`src/hdl/cvs_pkg.sv`:
```
// package: register map, field positions and state codes of the clock and supply switch
package cvs_pkg;

  // ****************************************
  // register bus
  // ****************************************
  localparam int ADDR_W = 16;
  localparam int DATA_W = 4;
  localparam logic [15:0] CTRL_ADDR = 16'hFF00; // clock_and_supply_control
  localparam logic [15:0] STAT_ADDR = 16'hFF01; // switch status, read only

  // ****************************************
  // clock_and_supply_control fields
  // ****************************************
  localparam int SUPPLY_BIT = 0;
  localparam int FAST_EN_BIT = 2;
  localparam int CLK_SEL_BIT = 3;
  localparam logic [3:0] READ_ZERO = 4'h0;

  // ****************************************
  // status register fields
  // ****************************************
  localparam int STAT_ON_FAST_BIT = 0;
  localparam int STAT_SWITCHING_BIT = 1;
  localparam int STAT_FAST_ALIVE_BIT = 2;
  localparam int STAT_SUPPLY_HIGH_BIT = 3;

  // ****************************************
  // defaults
  // ****************************************
  localparam int ALIVE_WINDOW_DEF = 256; // core cycles without a fast edge before "dead"

  // ****************************************
  // clock multiplexer states
  // ****************************************
  typedef enum logic [1:0] {
    CVS_MUX_FOLLOW = 2'b01,
    CVS_MUX_HOLD = 2'b10
  } cvs_mux_state_t;

endpackage

```
`src/hdl/cvs_clock_mux.sv`:
```
// glitch-free selector between the slow and fast oscillator levels
`timescale 1ns/100ps
module cvs_clock_mux (
  input wire logic core_clk,
  input wire logic rst_b,
  input wire logic slow_lvl,
  input wire logic fast_lvl,
  input wire logic sel_fast,
  output logic clk_out,
  output logic on_fast,
  output logic switching
);

  typedef struct packed {
    cvs_pkg::cvs_mux_state_t st;
    logic cur_fast;
    logic out;
  } cvs_mux_reg_t;

  cvs_mux_reg_t r;
  cvs_mux_reg_t next_r;
  logic cur_lvl;
  logic new_lvl;

  // source levels as seen from the current and the requested side
  assign cur_lvl = r.cur_fast ? fast_lvl : slow_lvl;
  assign new_lvl = r.cur_fast ? slow_lvl : fast_lvl;

  // leave the old source only while it is low, join the new one only while it is low;
  // low phases may stretch, no high or low phase is ever cut short
  always_comb begin
    next_r = r;
    unique case (r.st)
      cvs_pkg::CVS_MUX_FOLLOW: begin
        next_r.out = cur_lvl;
        if ((sel_fast != r.cur_fast) && !cur_lvl) begin
          next_r.st = cvs_pkg::CVS_MUX_HOLD;
          next_r.out = 1'b0;
        end
      end
      cvs_pkg::CVS_MUX_HOLD: begin
        next_r.out = 1'b0;
        if (sel_fast == r.cur_fast) begin
          // request withdrawn: rejoin old source at its low phase
          if (!cur_lvl) begin
            next_r.st = cvs_pkg::CVS_MUX_FOLLOW;
          end
        end else if (!new_lvl) begin
          next_r.cur_fast = ~r.cur_fast;
          next_r.st = cvs_pkg::CVS_MUX_FOLLOW;
        end
      end
    endcase
  end

  // a stopped new source keeps the output parked low until it runs
  always_ff @(posedge core_clk) begin
    if (!rst_b) begin
      r.st <= cvs_pkg::CVS_MUX_FOLLOW;
      r.cur_fast <= 1'b0;
      r.out <= 1'b0;
    end else begin
      r <= next_r;
    end
  end

  assign clk_out = r.out;
  assign on_fast = r.cur_fast;
  assign switching = (r.st == cvs_pkg::CVS_MUX_HOLD);

endmodule // cvs_clock_mux

```
`src/hdl/cvs_clock_voltage_switch.sv`:
```
// top of the processor clock source and core supply level switch
//
// Summary of operation
// - D0 selects core supply high or low
// - resistor-capacitor slow oscillator pins supply high
// - D2 starts and stops the fast oscillator
// - D3 picks fast or slow processor clock
// - low supply, fast off: write selecting fast clock refused
// - resistor-capacitor type never blocks fast clock
// - D1 unused, always reads zero
//
// Strobed register access was decided locally.
`timescale 1ns/100ps
module cvs_clock_voltage_switch #(
  parameter bit SLOW_OSC_IS_RC = 1'b0,
  parameter int ALIVE_WINDOW = cvs_pkg::ALIVE_WINDOW_DEF
) (
  input wire logic core_clk,
  input wire logic rst_b,
  input wire logic [cvs_pkg::ADDR_W-1:0] addr,
  input wire logic [cvs_pkg::DATA_W-1:0] wr_data,
  input wire logic wr_stb,
  input wire logic rd_stb,
  output logic [cvs_pkg::DATA_W-1:0] rd_data,
  input wire logic slow_osc_in,
  input wire logic fast_osc_in,
  output logic core_supply_high,
  output logic fast_osc_on,
  output logic cpu_clk,
  output logic cpu_clk_on_fast,
  output logic clk_write_refused
);

  localparam int ALIVE_W = $clog2(ALIVE_WINDOW + 1);
  localparam logic [ALIVE_W-1:0] ALIVE_MAX = ALIVE_W'(ALIVE_WINDOW);
  localparam logic [ALIVE_W-1:0] ALIVE_ONE = ALIVE_W'(1);

  // ****************************************
  // state
  // ****************************************
  typedef struct packed {
    logic supply_sel;
    logic fast_en;
    logic clk_sel;
    logic supply_out;
    logic refused;
    logic fast_prev;
    logic [ALIVE_W-1:0] idle_cnt;
    logic [cvs_pkg::DATA_W-1:0] rd;
  } cvs_top_reg_t;

  cvs_top_reg_t r;
  cvs_top_reg_t next_r;

  logic [1:0] osc_sync;
  logic slow_lvl;
  logic fast_lvl;
  logic mux_on_fast;
  logic mux_switching;
  logic ctrl_wr;
  logic clk_block;
  logic fast_alive;
  logic [cvs_pkg::DATA_W-1:0] ctrl_view;
  logic [cvs_pkg::DATA_W-1:0] stat_view;

  // ****************************************
  // oscillator inputs
  // ****************************************
  // the slow oscillator runs freely, the fast one only while D2 enables it; both pins are sampled as levels
  cvs_sync2 #(
    .WIDTH(2)
  ) u_osc_sync (
    .core_clk(core_clk),
    .rst_b(rst_b),
    .async_in({fast_osc_in, slow_osc_in}),
    .sync_out(osc_sync)
  );

  assign slow_lvl = osc_sync[0];
  assign fast_lvl = osc_sync[1];

  // ****************************************
  // processor clock selector
  // ****************************************
  // sampled at 50 MHz, so a 4 MHz source keeps about a dozen samples per period
  cvs_clock_mux u_clk_mux (
    .core_clk(core_clk),
    .rst_b(rst_b),
    .slow_lvl(slow_lvl),
    .fast_lvl(fast_lvl),
    .sel_fast(r.clk_sel),
    .clk_out(cpu_clk),
    .on_fast(mux_on_fast),
    .switching(mux_switching)
  );

  // ****************************************
  // decode and views
  // ****************************************
  assign ctrl_wr = wr_stb && (addr == cvs_pkg::CTRL_ADDR);
  // stored values judge the write, not the bits arriving with it
  assign clk_block = !(r.supply_sel || SLOW_OSC_IS_RC) && !r.fast_en;
  assign fast_alive = (r.idle_cnt != ALIVE_MAX);

  // control view: D1 has no storage
  always_comb begin
    ctrl_view = cvs_pkg::READ_ZERO;
    ctrl_view[cvs_pkg::SUPPLY_BIT] = r.supply_sel;
    ctrl_view[cvs_pkg::FAST_EN_BIT] = r.fast_en;
    ctrl_view[cvs_pkg::CLK_SEL_BIT] = r.clk_sel;
  end

  // status view of the running switch
  always_comb begin
    stat_view = cvs_pkg::READ_ZERO;
    stat_view[cvs_pkg::STAT_ON_FAST_BIT] = mux_on_fast;
    stat_view[cvs_pkg::STAT_SWITCHING_BIT] = mux_switching;
    stat_view[cvs_pkg::STAT_FAST_ALIVE_BIT] = fast_alive;
    stat_view[cvs_pkg::STAT_SUPPLY_HIGH_BIT] = r.supply_out;
  end

  // ****************************************
  // next state
  // ****************************************
  always_comb begin
    next_r = r;
    next_r.refused = 1'b0;
    // read data stand one cycle, zero otherwise and for unmapped addresses
    next_r.rd = cvs_pkg::READ_ZERO;
    if (rd_stb) begin
      if (addr == cvs_pkg::CTRL_ADDR) begin
        next_r.rd = ctrl_view;
      end else if (addr == cvs_pkg::STAT_ADDR) begin
        next_r.rd = stat_view;
      end
    end
    if (ctrl_wr) begin
      next_r.supply_sel = wr_data[cvs_pkg::SUPPLY_BIT];
      next_r.fast_en = wr_data[cvs_pkg::FAST_EN_BIT];
      if (wr_data[cvs_pkg::CLK_SEL_BIT] && clk_block) begin
        next_r.refused = 1'b1;
      end else begin
        next_r.clk_sel = wr_data[cvs_pkg::CLK_SEL_BIT];
      end
    end
    // supply level follows the bit unless the slow oscillator is the rc type
    next_r.supply_out = SLOW_OSC_IS_RC | next_r.supply_sel;
    // fast oscillator activity: count cycles since its last edge
    next_r.fast_prev = fast_lvl;
    if (fast_lvl != r.fast_prev) begin
      next_r.idle_cnt = '0;
    end else if (r.idle_cnt != ALIVE_MAX) begin
      next_r.idle_cnt = r.idle_cnt + ALIVE_ONE;
    end
  end

  // ****************************************
  // registers
  // ****************************************
  always_ff @(posedge core_clk) begin
    if (!rst_b) begin
      r.supply_sel <= 1'b0;
      r.fast_en <= 1'b0;
      r.clk_sel <= 1'b0;
      r.supply_out <= SLOW_OSC_IS_RC;
      r.refused <= 1'b0;
      r.fast_prev <= 1'b0;
      r.idle_cnt <= ALIVE_MAX;
      r.rd <= cvs_pkg::READ_ZERO;
    end else begin
      r <= next_r;
    end
  end

  assign rd_data = r.rd;
  assign core_supply_high = r.supply_out;
  assign fast_osc_on = r.fast_en;
  assign cpu_clk_on_fast = mux_on_fast;
  assign clk_write_refused = r.refused;

endmodule // cvs_clock_voltage_switch

```
`src/hdl/cvs_sync2.sv`:
```
// two-stage synchroniser for levels arriving from outside the core clock
`timescale 1ns/100ps
module cvs_sync2 #(
  parameter int WIDTH = 2
) (
  input wire logic core_clk,
  input wire logic rst_b,
  input wire logic [WIDTH-1:0] async_in,
  output logic [WIDTH-1:0] sync_out
);

  typedef struct packed {
    logic [WIDTH-1:0] stage1;
    logic [WIDTH-1:0] stage2;
  } cvs_sync_state_t;

  cvs_sync_state_t r;
  cvs_sync_state_t next_r;

  // stage1 is read only by stage2, never by logic
  always_comb begin
    next_r = r;
    next_r.stage1 = async_in;
    next_r.stage2 = r.stage1;
  end

  // synchronous reset clears both stages
  always_ff @(posedge core_clk) begin
    if (!rst_b) begin
      r <= '0;
    end else begin
      r <= next_r;
    end
  end

  assign sync_out = r.stage2;

endmodule // cvs_sync2

```
`config.mk`:
```
export PLATFORM = sky130hd
export DESIGN_NAME = cvs_clock_voltage_switch
export DESIGN_NICKNAME = d
export VERILOG_FILES = /design/src/hdl/cvs_pkg.sv /design/src/hdl/cvs_clock_mux.sv /design/src/hdl/cvs_clock_voltage_switch.sv /design/src/hdl/cvs_sync2.sv
export SDC_FILE = /design/constraint.sdc
export NUM_CORES = 1
export LEC_CHECK = 0
export ABC_AREA = 1
export CELL_PAD_IN_SITES_DETAIL_PLACEMENT = 0
export CELL_PAD_IN_SITES_GLOBAL_PLACEMENT = 1
export CORE_MARGIN = 8
export CORE_UTILIZATION = 39
export DETAILED_ROUTE_END_ITERATION = 6
export DONT_BUFFER_PORTS = 1
export PLACE_DENSITY = 0.74
export SETUP_SLACK_MARGIN = 0.1
export SYNTH_ARGS = -nofsm -noshare
export SYNTH_HDL_FRONTEND = slang
export SYNTH_HIERARCHICAL = 1
export SYNTH_SLANG_ARGS = --single-unit
```
`constraint.sdc`:
```
create_clock -name core_clk -period 1.3 [get_ports core_clk]
set_clock_uncertainty 0.2 [all_clocks]
set_input_delay 0.065 -clock core_clk [delete_from_list [all_inputs] [get_ports core_clk]]
set_output_delay 0.065 -clock core_clk [all_outputs]
set_load 0.005 [all_outputs]
```
==> flow_summary_export.csv, run 1 <==
group,metric,value,unit
status,outcome,"finished with violations",
status,violations,"hold timing, setup timing",
final_layout,fin_util,50.41,%
global_routing,antenna_found_initial,0,
clock_network,clock_latency,0.31,ns
power_and_ir_drop,p_sw_share,26.06,%
power_and_ir_drop,clockPowerShare,26.3,%
power_and_ir_drop,combPwrFrac,17.9,%
drt,first_pass_iters,4,
placement,numPortBuffers,0,
global_routing,grt_pass1_wl,4623,um
logic_synthesis,syn_inst,168,
logic_synthesis,synthDominantCellAreaShare,40.86,%
placement,dpl.hpwl,2030,um
drt,wl_per_cell,11.40,um
sta,whs,-0.1054,ns
final_layout,final_common_cell,"nand2_1",
logic_synthesis,synthTopCellsByArea,"dfxtp_1 (41%), nand2_1 (10%), inv_1 (5.9%)",
floorplan,floorplan.die_area,0.005351,mm2
drt,wl,2610,um
floorplan,io_pins,35,
flow_run,drv_cap,0,
drt,first_iter_violations,72,
sta,relSlewSlack,73.11,%
floorplan,fp.dieH,73.15,um
worst_hold_path,hp-class,"primary input to flip-flop",
global_routing,track_usage,10.72,%
drt,via_per_inst,4.681,
clock_network,clock-root-buffer,"clkbuf_4",
sta,fmax,725.1,MHz
critical_path,cp_data_arrival_time,1.41,ns
critical_path,critPathBufInv,1,
sta,final_max_slew_viol_count,0,
logic_synthesis,synth-main-ff-cell,"dfxtp_1",
global_routing,grt_overflow_total,0,
critical_path,critical_path.max_stage_delay,0.38,ns
power_and_ir_drop,power_leakage,0.0006538,uW
power_and_ir_drop,cell_internal_pwr,1146,uW
critical_path,crit_path_start_kind,"flip-flop",
critical_path,crit_fanout,6,
final_layout,areaGrowthSynthToFinish,21.81,%
clock_network,cts_made_buffers,3,
sta,rsz0062_at_grt,"true",
clock_network,clock_path_buffers,2,
critical_path,crit_cells,6,
sta,tightest_slew,0.4034,ns
logic_synthesis,async_flop_share,0,%
final_layout,drive_gt1_share,27.57,%
logic_synthesis,post-synth-top-area-cell,"dfxtp_1",
critical_path,worst_setup_path_end_kind,"flip-flop",
final_layout,diodes,0,
sta,setup_slack,-0.07915,ns
drt,ant_nets,0,
logic_synthesis,syn_nets,196,
worst_hold_path,hold_path_depth,5,
power_and_ir_drop,power.density,998.7,mW/mm2
placement,routabilityCongestion,0.8542,
global_routing,grt_max_degree,15,
sta,layout_min_cycle_time,1.379,ns
clock_network,cts_tree,"done",
critical_path,crit_type,"flip-flop to flip-flop",
floorplan,initial_utilization,41.38,%
critical_path,worst_path_max_delay_cell,"dfxtp_4",
clock_network,clk_pin_slew,0.14,ns
sta,setup_viol,6,
floorplan,rows,20,
critical_path,worstPathCellList,"inv_2 -> ha_4 -> nor3b_4 -> nand3_4 -> a21oi_2 -> nor2_1",
final_layout,layout_common_cells,"nand2_1 (34), nor2_1 (20), dfxtp_1 (19), inv_1 (18), a21oi_1 (10)",
clock_network,htree_levels,1,
logic_synthesis,synth_seq_cells,26,
critical_path,crit_family,"simple AND/OR/NAND/NOR gates",
power_and_ir_drop,power_frac_seq,55.8,%
logic_synthesis,syn_area,0.001274,mm2
final_layout,nNetsFinal,214,
placement,place_ws,-0.08853,ns
power_and_ir_drop,power_switching,403.7,uW
clock_network,numClockSinks,26,
critical_path,required,1.33,ns
logic_synthesis,ys_seq_area_share,40.86,%
logic_synthesis,ys_types,25,
drt,drc_errors,0,
floorplan,fp.coreArea,0.003078,mm2
power_and_ir_drop,ir_worst_vdd,0.4542,mV
logic_synthesis,synth_edf_count,0,
critical_path,rr_worst_depth,6,
drt,via_count,1072,
global_routing,grt_pass1_vias,1134,
sta,period_share,106.1,%
logic_synthesis,ys_warn_count,6,
logic_synthesis,avgSynthCellArea,7.582,um2
floorplan,die_x,73.15,um
sta,hold_viol_final,8,
-- power by group through the flow --
stage / combinational (uW) / clock [uW] / sequential (uW)
finish: 278 / 407 / 865
global route: 313 / 463 / 870
CTS: 258 / 428 / 863
detailed placement: 222 / 0 / 879
global placement: 210 / 0 / 877
floorplan: 159 / 0 / 878
-- per-layer routing --
metal  vias to the layer above  wire (um)  global-route usage [%]
met2                        28       1261                   18.07
met3                         2        159                   3.984
met5                         -          0                       0
li1                        558          -                       -
met4                         0         13                   3.778
met1                       484       1175                   11.99
-- what timing repair did --
action,4_1_cts,5_1_grt
setup endpoints to repair,10,19
pin swaps,7,6
endpoints found under the hold margin,26,8
hold buffers,9,1
buffers inserted,0,2
gates resized for setup,3,11
-- flip-flops by register name, summed over array words and instances (netlist names), 2 cells and up --
name,flops
r,10
rd_data,4
u_clk_mux/r,2
u_osc_sync/next_r,2
u_osc_sync/sync_out,2
-- cells in the mapped netlist, types with 4 or more instances --
cell type / instances
nand3_2: 5
inv_1: 20
nor2_4: 5
a21oi_1: 11
nand3_1: 7
nor2_1: 20
buf_4: 4
nand4_1: 4
dfxtp_1: 26
nand2_1: 35
nand2_2: 4
inv_2: 4
-- worst paths after layout --
path	slack, ns	startpoint	to
max	-0.08	r[4]	r[6]
min	-0.11	addr[4]	rd_data[1]
max reg2reg	-0.08	r[4]	r[6]
min reg2reg	0.22	u_osc_sync/next_r[1]	u_osc_sync/sync_out[1]
-- tightest hold or removal path: cells and delay by family --
| family | cells | cell delay, ns |
|---|---|---|
| and+or+nand+nor | 5 | 0.32 |
-- per-stage QoR --
step	std cells	TNS (ns)	total power, uW	instance area, um2
CTS	227	-0.8026	1548	1506
global route	229	-1.058	1647	1551
detailed placement	214	-0.3118	1101	1370
floorplan	168	0	1037	1300
global placement	214	-0.1432	1088	1370
finish	229	-0.3792	1549	1551
-- final cells by class --
type | count | area, um2
clock buffers | 4 | 36.28
inverters | 24 | 90.09
fillers | 296 | 1526
repair buffers | 17 | 152.6
well taps | 44 | 55.05
multi-input cells | 114 | 685.7
flip-flops and latches | 26 | 531.8
-- cell families after synthesis --
kind of cell,after synthesis,share of synthesized area [%]
buffers and inverters,28,9.430
xor gates and xnor gates,4,2.751
adders and majority gates,2,1.964
and+or+nand+nor,91,38.02
DFF,26,40.86
AOI/OAI and AO/OA,17,6.974
Power figures use the tool's default switching activity.
==> run 2, diff against run 1 <==
--- a/config.mk
+++ b/config.mk
@@ -9,10 +9,10 @@
 export CELL_PAD_IN_SITES_DETAIL_PLACEMENT = 0
 export CELL_PAD_IN_SITES_GLOBAL_PLACEMENT = 1
 export CORE_MARGIN = 8
-export CORE_UTILIZATION = 39
+export CORE_UTILIZATION = 43
 export DETAILED_ROUTE_END_ITERATION = 6
 export DONT_BUFFER_PORTS = 1
-export PLACE_DENSITY = 0.74
+export PLACE_DENSITY = 0.77
 export SETUP_SLACK_MARGIN = 0.1
 export SYNTH_ARGS = -nofsm -noshare
 export SYNTH_HDL_FRONTEND = slang
==> constraint.sdc (replaced) <==
create_clock -name core_clk -period 1.4 [get_ports core_clk]
set_clock_uncertainty 0.2 [all_clocks]
set_input_delay 0.07 -clock core_clk [delete_from_list [all_inputs] [get_ports core_clk]]
set_output_delay 0.07 -clock core_clk [all_outputs]
set_load 0.005 [all_outputs]
==> flow_summary_export.csv, run 2 (same netlist as run 1, synthesis figures left out) <==
group,metric,value,unit
sta,period_share,101.2,%
placement,routabilityCongestion,0.7504,
drt,wl,2709,um
global_routing,grt_pass1_wl,4554,um
critical_path,cp_data_arrival_time,1.44,ns
sta,setup_viol,3,
critical_path,crit_fanout,6,
final_layout,final_common_cell,"nand2_1",
global_routing,grt_pass1_vias,1059,
clock_network,cts_tree,"done",
sta,setup_slack,-0.01645,ns
floorplan,initial_utilization,45.79,%
final_layout,fillers,256,
floorplan,fp.coreArea,0.002781,mm2
final_layout,layout_common_cells,"nand2_1 (34), dfxtp_1 (20), nor2_1 (18), inv_1 (18), dlygate4sd3_1 (14)",
clock_network,cts_made_buffers,3,
floorplan,fp.dieH,70.43,um
floorplan,io_pins,35,
sta,whs,-0.01142,ns
drt,first_iter_violations,32,
flow_run,drv_cap,0,
sta,final_max_slew_viol_count,0,
drt,via_per_inst,4.855,
final_layout,multi_input_area,690.7,um2
global_routing,antenna_found_initial,0,
final_layout,fin_util,57.53,%
sta,layout_min_cycle_time,1.416,ns
critical_path,required,1.42,ns
drt,first_pass_iters,4,
critical_path,worst_setup_path_end_kind,"flip-flop",
final_layout,largest_reg_flops,10,
floorplan,rows,19,
status,violations,"hold timing, setup timing",
critical_path,r2r_start,"r[5]",
clock_network,clock_path_buffers,2,
placement,placed_cell_area,0.001304,mm2
final_layout,diodes,0,
final_layout,drive_gt1_share,27.51,%
critical_path,cp-startpoint,"r[5]",
final_layout,regArea,530.5,um2
sta,tightest_slew,0.3833,ns
sta,rsz0062_at_grt,"true",
critical_path,crit_path_start_kind,"flip-flop",
clock_network,clock_latency,0.32,ns
final_layout,regMostFlops,"r",
sta,fmax,706.0,MHz
critical_path,crit_type,"flip-flop to flip-flop",
placement,numPortBuffers,0,
clock_network,clock-root-buffer,"clkbuf_4",
status,outcome,"finished with violations",
power_and_ir_drop,power_leakage,0.0006818,uW
final_layout,design_area,0.001600,mm2
global_routing,track_usage,10.75,%
placement,dpl.hpwl,1929,um
sta,hold_viol_final,2,
power_and_ir_drop,power.density,978.4,mW/mm2
worst_hold_path,min_from,"addr[4]",
drt,wl_per_cell,12.31,um
drt,drc_errors,0,
global_routing,grt_max_degree,16,
power_and_ir_drop,ir_worst_vdd,0.9292,mV
floorplan,die_x,70.43,um
drt,ant_nets,0,
final_layout,areaGrowthSynthToFinish,25.64,%
global_routing,grt_overflow_total,0,
worst_hold_path,hp-class,"primary input to flip-flop",
clock_network,numClockSinks,26,
clock_network,clk_pin_slew,0.15,ns
floorplan,floorplan.die_area,0.004960,mm2
clock_network,htree_levels,1,
drt,via_count,1068,
final_layout,nNetsFinal,218,
sta,relSlewSlack,74.45,%
[run 2: report_power, final]
part           internal [uW]  switching [uW]
clock                    289             230
sequential               777            29.3
combinational            116             124
[run 2: area by class of cell]
type / instances / share of cell area (%)
clock inverter: 1 / 1.876
tap: 31 / 2.424
clock buffer: 3 / 1.407
multi-input combinational: 114 / 43.16
inverter: 24 / 5.629
sequential: 26 / 33.15
timing repair buffer: 21 / 12.35
[run 2: layer usage]
metal / GRT usage, % / vias to the layer above / wire length, um
met1: 12.88 / 477 / 1244
met4: 3.348 / 0 / 17
met5: 0 / - / 0
met2: 17.71 / 21 / 1318
met3: 3.390 / 2 / 130
li1: - / 568 / -
[run 2: stage by stage]
| stage | total power (uW) | setup WS, ns | TNS, ns | instances | hold WS (ns) |
|---|---|---|---|---|---|
| 3_5_place_dp | 990.7 | 0.02456 | 0 | 195 | -0.05184 |
| 6_report | 1566 | -0.01645 | -0.02449 | 220 | -0.01142 |
| 5_1_grt | 1653 | -0.1098 | -0.4879 | 220 | 0.01382 |
| 2_1_floorplan | 963.3 | 0.09999 | 0 | 168 | -0.06097 |
| 3_3_place_gp | 985.4 | 0.03165 | 0 | 195 | -0.05894 |
| 4_1_cts | 1549 | 0.01148 | 0 | 213 | -0.09877 |
[run 2: timing repair]
action                                  CTS  global route
setup buffers                             1             5
endpoints found under the setup margin    8            17
gates resized for setup                   1            14
endpoints found under the hold margin    26             5
hold buffers                             13             4
pin swaps                                 0             5
[run 2: worst max-delay path, stage by stage, from the launching register on]
cell	delay, ns
dfxtp_2	0.37
inv_2	0.07
ha_4	0.11
nor3b_4	0.23
nand3_4	0.15
o21ai_2	0.15
a21oi_1	0.04
[run 2: path summary, 6_finish.rpt]
path                                               end  slack, ns  cells after the start
worst max register to register                    r[4]      -0.02                      6
worst min register to register  u_osc_sync/sync_out[1]       0.22                      2
worst max-delay path                              r[4]      -0.02                      6
worst min-delay path                  core_supply_high      -0.01                      7
